===== src/core/apw_pkg.sv =====
/*
 * apw_pkg: constants, register map and types for the angle pulse-width output.
 * assumes one 200 MHz clock and a 32-bit classic wishbone register bus.
 */
package apw_pkg;

	// clock and timing
	localparam int unsigned CLK_HZ = 200_000_000;
	localparam int unsigned CLK_PERIOD_NS = 5;
	localparam int unsigned ANG_UPD_NS = 2000;
	localparam int unsigned ANG_UPD_CYC = ANG_UPD_NS / CLK_PERIOD_NS;

	// widths
	localparam int unsigned ANGLE_W = 16;
	localparam int unsigned CNT_W = 21;
	localparam int unsigned UPD_W = 9;

	// register indices; byte address is four times the index
	localparam logic [7:0] REG_IDX_OUT_CFG = 8'h25;
	localparam logic [7:0] REG_IDX_CLAMP_CFG = 8'h2a;
	localparam logic [7:0] REG_IDX_MON_CFG = 8'h2c;
	localparam logic [7:0] REG_IDX_STATUS = 8'h2d;
	localparam logic [7:0] REG_IDX_ANGLE = 8'h2e;

	// field positions
	localparam int unsigned OUT_EN_BIT = 24;
	localparam int unsigned OUT_CHSEL_BIT = 23;
	localparam int unsigned OUT_FREQ_LSB = 19;
	localparam int unsigned CLAMP_SEL_LSB = 23;
	localparam int unsigned MON_LIMIT_LSB = 0;
	localparam int unsigned STAT_MISMATCH_BIT = 0;
	localparam int unsigned STAT_LEVEL_BIT = 1;
	localparam int unsigned STAT_PIN_BIT = 2;

	// reset values
	localparam logic [3:0] FREQ_RST = 4'h0;
	localparam logic [2:0] CLAMP_RST = 3'h0;
	localparam logic [15:0] LIMIT_RST = 16'h00b6;

	// duty clamps in percent
	localparam int unsigned CLAMP_LO_BASE = 2;
	localparam int unsigned CLAMP_SEL_MAX = 6;
	localparam int unsigned PCT_FULL = 100;
	localparam int unsigned ANGLE_SCALE = 65536;

	typedef struct packed {
		logic ack;
		logic [31:0] rdat;
		logic en;
		logic chsel;
		logic [3:0] freq;
		logic [2:0] clamp;
		logic [15:0] limit;
		logic [ANGLE_W-1:0] pri;
		logic [ANGLE_W-1:0] sec;
		logic [UPD_W-1:0] upd;
		logic run;
		logic [CNT_W-1:0] phase;
		logic [CNT_W-1:0] period;
		logic [CNT_W-1:0] high;
		logic [ANGLE_W-1:0] held;
		logic oe;
		logic mism;
		logic pin_s1;
		logic pin_s2;
	} apw_state_t;

	function automatic int unsigned carrier_hz(input logic [3:0] s);
		case (s)
			4'h0: carrier_hz = 125;
			4'h1: carrier_hz = 167;
			4'h2: carrier_hz = 250;
			4'h3: carrier_hz = 333;
			4'h4: carrier_hz = 500;
			4'h5: carrier_hz = 667;
			4'h6: carrier_hz = 800;
			4'h7: carrier_hz = 1000;
			4'h8: carrier_hz = 1333;
			4'h9: carrier_hz = 1600;
			4'ha: carrier_hz = 2000;
			4'hb: carrier_hz = 2667;
			4'hc: carrier_hz = 4000;
			4'hd: carrier_hz = 5333;
			4'he: carrier_hz = 8000;
			default: carrier_hz = 16000;
		endcase
	endfunction

	function automatic int unsigned clamp_lo(input logic [2:0] s);
		clamp_lo = (32'(s) > CLAMP_SEL_MAX) ? CLAMP_LO_BASE : CLAMP_LO_BASE + 32'(s);
	endfunction

endpackage


===== src/core/apw_pwm_out.sv =====
/*
 * apw_pwm_out: free-running open-drain pwm whose duty encodes the angle,
 * with angle refresh, channel compare and a classic wishbone slave.
 * assumes angle inputs come from logic on mclk_i and an external pull-up on the pin.
 */
// Function
// - open-drain pulse output, duty proportional to selected channel angle.
// - output active only while enable bit 24 of location 0x25 is set.
// - bit 23 of location 0x25 selects primary or secondary channel.
// - each carrier period starts with a rising edge, rising to rising.
// - duty is high time from rising to falling edge over period.
// - bits 25:23 of location 0x2a pick clamps 2/98 to 8/92, 7 gives 2/98.
// - bits 22:19 of location 0x25 pick carrier 125 Hz to 16000 Hz.
// - angle captured at period start, held for the whole period.
// - carrier runs freely, not aligned to angle refresh.
// - angle registers refreshed with new value every update interval.
// - primary and secondary angles continuously compared for integrity.
// - angle update interval is 2 microseconds.
`timescale 1ns/1ps
module apw_pwm_out #(
	parameter int unsigned CLK_HZ = apw_pkg::CLK_HZ
) (
	input wire logic mclk_i,
	input wire logic rst_n_i,
	input wire logic wb_cyc_i,
	input wire logic wb_stb_i,
	input wire logic wb_we_i,
	input wire logic [7:0] wb_adr_i,
	input wire logic [3:0] wb_sel_i,
	input wire logic [31:0] wb_dat_i,
	output logic [31:0] wb_dat_o,
	output logic wb_ack_o,
	input wire logic [15:0] angle_pri_i,
	input wire logic [15:0] angle_sec_i,
	input wire logic pwm_pin_i,
	output logic pwm_o,
	output logic pwm_oe_o,
	output logic mismatch_o
);

	apw_pkg::apw_state_t st_reg;
	apw_pkg::apw_state_t st_next;
	logic const_low_reg;

	function automatic logic [7:0] reg_addr(input logic [7:0] idx);
		reg_addr = 8'({idx, 2'b00});
	endfunction

	function automatic logic [31:0] merge(input logic [31:0] old, input logic [31:0] nw, input logic [3:0] sel);
		merge = old;
		for (int i = 0; i < 4; i++) begin
			if (sel[i]) begin
				merge[i*8 +: 8] = nw[i*8 +: 8];
			end
		end
	endfunction

	function automatic logic [apw_pkg::CNT_W-1:0] period_cycles(input logic [3:0] s);
		period_cycles = apw_pkg::CNT_W'(CLK_HZ / apw_pkg::carrier_hz(s));
	endfunction

	function automatic logic [apw_pkg::CNT_W-1:0] high_cycles(input logic [apw_pkg::CNT_W-1:0] per,
		input logic [15:0] ang, input logic [2:0] cs);
		logic [63:0] lo;
		logic [63:0] span;
		logic [63:0] num;
		lo = 64'(apw_pkg::clamp_lo(cs));
		span = 64'(apw_pkg::PCT_FULL) - 64'(2) * lo;
		num = 64'(per) * (lo * 64'(apw_pkg::ANGLE_SCALE) + span * 64'(ang));
		high_cycles = apw_pkg::CNT_W'(num / (64'(apw_pkg::PCT_FULL) * 64'(apw_pkg::ANGLE_SCALE)));
	endfunction

	function automatic logic [15:0] ang_dist(input logic [15:0] a, input logic [15:0] b);
		logic [15:0] d;
		d = a - b;
		ang_dist = d[15] ? 16'(-d) : d;
	endfunction

	function automatic logic [31:0] read_image(input apw_pkg::apw_state_t s, input logic [7:0] adr);
		read_image = 32'h0;
		if (adr == reg_addr(apw_pkg::REG_IDX_OUT_CFG)) begin
			read_image[apw_pkg::OUT_EN_BIT] = s.en;
			read_image[apw_pkg::OUT_CHSEL_BIT] = s.chsel;
			read_image[apw_pkg::OUT_FREQ_LSB +: 4] = s.freq;
		end else if (adr == reg_addr(apw_pkg::REG_IDX_CLAMP_CFG)) begin
			read_image[apw_pkg::CLAMP_SEL_LSB +: 3] = s.clamp;
		end else if (adr == reg_addr(apw_pkg::REG_IDX_MON_CFG)) begin
			read_image[apw_pkg::MON_LIMIT_LSB +: 16] = s.limit;
		end else if (adr == reg_addr(apw_pkg::REG_IDX_STATUS)) begin
			read_image[apw_pkg::STAT_MISMATCH_BIT] = s.mism;
			read_image[apw_pkg::STAT_LEVEL_BIT] = ~s.oe;
			read_image[apw_pkg::STAT_PIN_BIT] = s.pin_s2;
		end else if (adr == reg_addr(apw_pkg::REG_IDX_ANGLE)) begin
			read_image = {s.sec, s.pri};
		end
	endfunction

	logic [apw_pkg::CNT_W-1:0] phase_n;
	logic [apw_pkg::CNT_W-1:0] per_n;
	logic [15:0] ang_n;
	logic [31:0] wimg;

	always_comb begin
		st_next = st_reg;
		phase_n = '0;
		per_n = '0;
		ang_n = '0;
		wimg = 32'h0;

		// pin level readback through two flops
		st_next.pin_s1 = pwm_pin_i;
		st_next.pin_s2 = st_reg.pin_s1;

		// wishbone classic slave, one wait state, unmapped reads zero
		st_next.ack = wb_cyc_i & wb_stb_i & ~st_reg.ack;
		st_next.rdat = 32'h0;
		if (wb_cyc_i && wb_stb_i && !st_reg.ack) begin
			st_next.rdat = read_image(st_reg, wb_adr_i);
			wimg = merge(read_image(st_reg, wb_adr_i), wb_dat_i, wb_sel_i);
			if (wb_we_i) begin
				if (wb_adr_i == reg_addr(apw_pkg::REG_IDX_OUT_CFG)) begin
					st_next.en = wimg[apw_pkg::OUT_EN_BIT];
					st_next.chsel = wimg[apw_pkg::OUT_CHSEL_BIT];
					st_next.freq = wimg[apw_pkg::OUT_FREQ_LSB +: 4];
				end else if (wb_adr_i == reg_addr(apw_pkg::REG_IDX_CLAMP_CFG)) begin
					st_next.clamp = wimg[apw_pkg::CLAMP_SEL_LSB +: 3];
				end else if (wb_adr_i == reg_addr(apw_pkg::REG_IDX_MON_CFG)) begin
					st_next.limit = wimg[apw_pkg::MON_LIMIT_LSB +: 16];
				end
			end
		end

		// angle refresh every update interval
		if (32'(st_reg.upd) == apw_pkg::ANG_UPD_CYC - 1) begin
			st_next.upd = '0;
			st_next.pri = angle_pri_i;
			st_next.sec = angle_sec_i;
		end else begin
			st_next.upd = st_reg.upd + 1'b1;
		end

		// channel compare
		st_next.mism = ang_dist(st_reg.pri, st_reg.sec) > st_reg.limit;

		// free-running carrier, own counter
		if (!st_reg.en) begin
			st_next.run = 1'b0;
			st_next.oe = 1'b0;
			st_next.phase = '0;
		end else begin
			st_next.run = 1'b1;
			if (!st_reg.run || st_reg.phase == st_reg.period - 1'b1) begin
				phase_n = '0;
			end else begin
				phase_n = st_reg.phase + 1'b1;
			end
			st_next.phase = phase_n;
			if (phase_n == '0) begin
				per_n = period_cycles(st_reg.freq);
				ang_n = st_reg.chsel ? st_reg.sec : st_reg.pri;
				st_next.period = per_n;
				st_next.held = ang_n;
				st_next.high = high_cycles(per_n, ang_n, st_reg.clamp);
				st_next.oe = 1'b0;
			end else begin
				st_next.oe = !(phase_n < st_reg.high);
			end
		end
	end

	always_ff @(posedge mclk_i or negedge rst_n_i) begin
		if (!rst_n_i) begin
			st_reg <= '{ack: 1'b0, rdat: 32'h0, en: 1'b0, chsel: 1'b0, freq: apw_pkg::FREQ_RST,
				clamp: apw_pkg::CLAMP_RST, limit: apw_pkg::LIMIT_RST, pri: '0, sec: '0, upd: '0,
				run: 1'b0, phase: '0, period: '0, high: '0, held: '0, oe: 1'b0, mism: 1'b0,
				pin_s1: 1'b0, pin_s2: 1'b0};
			const_low_reg <= 1'b0;
		end else begin
			st_reg <= st_next;
			const_low_reg <= 1'b0;
		end
	end

	assign wb_ack_o = st_reg.ack;
	assign wb_dat_o = st_reg.rdat;
	assign pwm_oe_o = st_reg.oe;
	assign pwm_o = const_low_reg;
	assign mismatch_o = st_reg.mism;

	// checks
	localparam int UPD_LAST = int'(apw_pkg::ANG_UPD_CYC) - 1;
	localparam int UPD_GAP = UPD_LAST - 1;
endmodule


===== config.mk =====
export PLATFORM = sky130hd
export DESIGN_NAME = apw_pwm_out
export DESIGN_NICKNAME = d
export VERILOG_FILES = /design/src/core/apw_pkg.sv /design/src/core/apw_pwm_out.sv
export SDC_FILE = /design/constraint.sdc
export NUM_CORES = 2
export LEC_CHECK = 0
export BUFFER_PORTS_ARGS = -buffer_cell sky130_fd_sc_hd__buf_4
export CORE_MARGIN = 5
export CORE_UTILIZATION = 60
export CTS_CLUSTER_SIZE = 12
export DETAILED_ROUTE_END_ITERATION = 12
export HOLD_SLACK_MARGIN = 0.12
export PLACE_DENSITY = 0.77
export SYNTH_ARGS = -nofsm -noshare
export SYNTH_HDL_FRONTEND = slang
export SYNTH_SLANG_ARGS = --single-unit
export TNS_END_PERCENT = 30

===== constraint.sdc =====
create_clock -name mclk_i -period 139.5 [get_ports mclk_i]
set_clock_uncertainty 0.05 [all_clocks]
set_input_delay 13.95 -clock mclk_i [delete_from_list [all_inputs] [get_ports mclk_i]]
set_output_delay 13.95 -clock mclk_i [all_outputs]
set_load 0.1 [all_outputs]

Word level (Yosys, flattened, before mapping)
Memory sizes are Yosys's and may differ from the RTL's.
Cells that the tools add are included.
- add/subtract/negate cells: 8
- $mul: 2
- divide/modulo/power cells: 2
- magnitude comparators: 3
- equal/unequal tests: 8
- muxes and demuxes: 42
- bitwise operators: 6
- reduce and logical (&&, ||, !) cells: 17
- operators by type and width (operator ; number):
    32-bit two-way mux ; 8
    16-bit two-way mux ; 7
    64-bit by 23-bit divider with 64-bit output, second input constant ; 1
    19-bit two-way mux ; 3
    57-bit two-way mux ; 1
    22-bit by 26-bit multiplier with 48-bit output ; 1
    21-bit two-way mux ; 2
    8-bit == test, second input constant ; 5
    28-bit by 32-bit divider with 32-bit output, first input constant ; 1
    29-bit two-way mux ; 1
    21-bit by 25-bit adder with 26-bit output ; 1
    8-bit by 17-bit multiplier with 25-bit output ; 1
    25-bit two-way mux ; 1
    6-bit two-way mux ; 4
    8-bit two-way mux ; 3
    23-bit two-way mux ; 1
    22-bit two-way mux ; 1
    21-bit by 1-bit adder with 21-bit output, second input constant ; 1
    21-bit == test ; 1
    21-bit logical NOT ; 1
    21-bit < comparator ; 1
    21-bit by 1-bit subtractor with 21-bit output, second input constant ; 1
    16-bit greater-than comparator ; 1
    16-bit negator ; 1
    other kinds (25) ; 39
- register bits: 167
- memory bits (read-only): 224
- bits of input ports: 82
- memories: 1
- memory list (name ; words ; bits a word ; read ports ; clocked after memory_dff ; wr ports ; line ; RTL):
    (no name shown) ; 16 ; 14 ; 1 ; 0 ; 0 ; apw_pkg.sv:69 ; case (s)

Logic depth before layout (Yosys ltp)
- depth after elaboration: 12
- gate-level depth with buffers: 587

Least setup slack after synthesis
Ideal clock, no wire load.
- kind: flip-flop to flip-flop
- start: register st_reg[146] (netlist name)
- end: register st_reg[20] (netlist name)
- library setup time: 0.104 ns
- arrival: 107.463 ns
- data required time: 139.346 ns
- setup slack: 31.883 ns
- stages on the path, launching flop included: 558
- path through: dfrtp_1 buf_2 buf_6 clkbuf_1 nand2b_1 o21ai_0 o21ai_0 ha_1 o21a_1 o2111ai_1 nor2b_1 ha_1 inv_1 o21bai_1 a21o_1 nand4_1 inv_1 ha_1 [522 not listed] a221oi_1 a2111oi_0 o41a_1 nor3_2 nor4_1 a2111oi_0 xor2_1 o21a_1 maj3_1 a2bb2o_1 a21oi_2 o211ai_2 a221oi_2 mux2i_1 xor2_1 a21boi_1 mux2_1 o311ai_1
- word-level cells in the longest chain between the ends: 6
- ends and longest elaborated chain (element ; line ; RTL):
    from (decl) ; apw_pwm_out.sv:41 ; apw_pkg::apw_state_t st_reg;
    from (signal assigned) ; apw_pwm_out.sv:173 ; st_reg <= '{ack: 1'b0, rdat: 32'h0, en: 1'b0, chsel: 1'b0, freq: apw_pkg::FREQ_RST,
    from (signal assigned) ; apw_pwm_out.sv:179 ; st_reg <= st_next;
    memory read 16 x 14 bit ; n/a ;
    32-bit two-way mux ; apw_pwm_out.sv:158 ; if (phase_n == '0) begin
    32-bit two-way mux ; apw_pwm_out.sv:146 ; if (!st_reg.en) begin
    28-bit by 32-bit divider with 32-bit output ; apw_pwm_out.sv:59 ; period_cycles = apw_pkg::CNT_W'(CLK_HZ / apw_pkg::carrier_hz(s));
    22-bit by 26-bit multiplier with 48-bit output ; apw_pwm_out.sv:69 ; num = 64'(per) * (lo * 64'(apw_pkg::ANGLE_SCALE) + span * 64'(ang));
    64-bit by 23-bit divider with 64-bit output ; apw_pwm_out.sv:70 ; high_cycles = apw_pkg::CNT_W'(num / (64'(apw_pkg::PCT_FULL) * 64'(apw_pkg::ANGLE_SCALE)));
No other way between the ends. The select of a mux whose other input is x is not followed.
A chain may end at the register's enable or synchronous reset.

Worst setup path after layout
- start: register st_reg[144] (netlist name)
- end: register st_reg[20] (netlist name)
The elaborated chain is that of the path after synthesis.

==> results.cfg <==
[yosys]
ys_seq_area_frac = 0.07210
syn_area_per_cell_sq_um = 7.665
synth-edff-count = 0
ys_async_sr_fraction = 1.000
synth_seq_cells = 167
synth_warnings = 0
synth_top_area_share = 0.1648
synth_flop_cell = dfrtp_1
yosysTopAreaCell = fa_1
syn-cell-area_sq_um = 58050
synth_area_leaders = fa_1 (16%), ha_1 (14%), dfrtp_1 (7.0%)
synth.distinct_cells = 134
netlist_instances = 7574

[worst_setup_path]
cp-startpoint = st_reg[144]
r2r-start = st_reg[144]
cp_common_cell = o21a_1
cp_num_cells = 529
critPathSlowestCell = nand3_2
endpoint = st_reg[20]
cp_max_fo = 47
timing.rr.end = st_reg[20]
end_kind = flop
cp-start-kind = flop
reg2regPathDepth = 529
worstSetupPathType = flop to flop
arrival_ns = 127.76
path_delay_family = compound AO/OA/AOI/OAI gates
critPathMaxStageDelay_ns = 0.95
required_ns = 139.81
r2r_setup_slack_ns = 12.05
worst-path-buf-inv = 32

[layout]
layout.nets = 8677
nFillCells = 8639
largest_register_ffs = 131
n_antenna_cell = 0
drive_above_1_share = 0.07559
fin_util = 0.6269
area_growth_pct = 4.130

[clock_network]
cts_tree = yes
post_cts_resized = 0
cts.path.max_buffers = 2
cts_sinks = 167
clk_latency_ns = 0.47
clkSlewWorstSetupHoldPaths_ns = 0.09
hold_buffers = 0
root_buffer = clkbuf_16
numCtsBuffers = 17
post_cts_buffers = 0
htree_num_levels = 4

[routing]
drt-total-wl_um = 166800
avgRoutedWirePerCell_um = 19.00
post-route-drc-count = 0
firstDrtPassIters = 6
vias_per_cell = 6.365
num_vias = 55870
ant_nets = 0
drtIter0Drc = 4181

[grt]
grt_pass1_wl_um = 274200
antenna_found_initial = 2
first_global_vias = 54460
track_usage = 0.3156
overflow = 0
grt_max_degree = 103

[floorplanning]
core-area_sq_um = 96420
die-area_sq_um = 103100
io_pins = 118
fp.dieH_um = 321.1
die_width_um = 321.1
row_count = 114
start_util = 0.6021

[outcome]
outcome = finished clean

[timing]
setup_ws_ns = 12.05
fin_crit_sh = 0.9136
slew_viol_final = 0
fin_crit_ns = 127.45
rsz0062_at_grt = no
finalSetupTns_ns = 0
hold_viol_final = 0
relSlewSlack = 0.1479
fmax_mhz = 7.846
worst_slew_pin_slew_ns = 1.270
report.final.setup_viol = 0

[job]
max_cap_violations = 0

[placement]
hpwlAfterDp_um = 133700
dpl_worst_slack_ns = 14.64
port_buffers = 107
gp_congestion = 0.9313

[hold_path]
hold_path.class = flop to flop
==> worst min-delay path by stage <==
stage,from,endpoint,cells past startpoint
after floorplan,st_next[0],st_reg[0],0
after global placement,st_next[0],st_reg[0],0
after detailed placement,st_next[0],st_reg[0],0
after CTS,st_next[0],st_reg[0],0
after global routing,st_next[0],st_reg[0],0
final,st_next[0],st_reg[0],0
==> kinds of logic (layout without fill, tap and decap cells) <==
| group | Yosys count | count (layout) | share of synthesized area |
|---|---|---|---|
| and+or+nand+nor | 2640 | 2640 | 0.2183 |
| AOI/OAI and AO/OA | 1993 | 1993 | 0.2325 |
| other | 1 | 3 | 0.00006460 |
| adders and majority gates | 1114 | 1114 | 0.3016 |
| DFF | 167 | 167 | 0.07210 |
| buffers and inverters | 1014 | 939 | 0.07039 |
| xor gates and xnor gates | 440 | 440 | 0.06664 |
| muxes | 205 | 205 | 0.03839 |
==> layout make-up <==
type	count	area [sq um]	share of cell area
clock buffer	17	425.4	0.007037
clock inverter	15	157.7	0.002608
sequential	167	4185	0.06924
inverter	702	2635	0.04359
multi-input combinational	6395	49910	0.8256
tap	1276	1597	0.02641
timing repair buffer	205	1543	0.02552
==> metrics by stage <==
stage	hold WS [ns]	std cells	instance area, sq um
detailed placement	0.2902	8745	59870
global placement	0.2868	8745	59870
CTS	0.3077	8777	60450
finish	0.3026	8777	60450
floorplan	0.2812	7576	58060
global route	0.3105	8777	60450
==> synth_stat cells (18+ instances only) <==
| cell | n |
|---|---|
| nor2_1 | 810 |
| nand2_1 | 741 |
| inv_1 | 695 |
| ha_1 | 629 |
| fa_1 | 478 |
| a21oi_1 | 472 |
| o21ai_0 | 337 |
| xnor2_1 | 285 |
| a21o_1 | 210 |
| nor3_1 | 193 |
| clkbuf_1 | 183 |
| o21a_1 | 171 |
| dfrtp_1 | 162 |
| xor2_1 | 153 |
| nand3_1 | 148 |
| nand2b_1 | 126 |
| mux2_2 | 120 |
| and2_1 | 87 |
| o31ai_1 | 82 |
| o211ai_1 | 77 |
| mux2i_1 | 75 |
| nand4_1 | 69 |
| or3_1 | 66 |
| a31oi_1 | 63 |
| nor4_1 | 62 |
| or2_2 | 62 |
| nor2b_1 | 61 |
| a211oi_1 | 60 |
| and3_1 | 59 |
| o21bai_1 | 58 |
| buf_4 | 52 |
| o21ai_1 | 42 |
| buf_1 | 37 |
| buf_2 | 33 |
| or4_1 | 28 |
| a22oi_1 | 27 |
| o22ai_1 | 25 |
| o2111ai_1 | 24 |
| and4_1 | 21 |
| a211o_1 | 19 |
| o211a_1 | 18 |
| o31a_1 | 18 |
==> layout by cell type, fill, tap and decap left out, types with 62 or more instances in the layout <==
cell	count
buf_4	204
nor2_1	806
mux2i_1	75
nand4_1	69
a31oi_1	63
or2_2	62
o211ai_1	77
o21ai_0	335
dfrtp_1	162
xnor2_1	285
o31ai_1	81
xor2_1	153
nand2b_1	126
and2_1	87
ha_1	629
inv_1	695
a21o_1	210
nand3_1	148
a21oi_1	471
o21a_1	171
fa_1	478
nor3_1	191
nand2_1	738
or3_1	66
mux2_2	120
==> layer usage <==
metal / vias up / GRT usage / share of wire
li1: 26500 / - / -
met1: 26950 / 0.4088 / 0.41
met4: 0 / 0.1119 / 0.040
met3: 363 / 0.03933 / 0.067
met5: - / 0 / 0
met2: 2054 / 0.5454 / 0.48
Power is not shown: default switching activity piles up to over one toggle a cycle in this logic, so the estimate is an artifact.
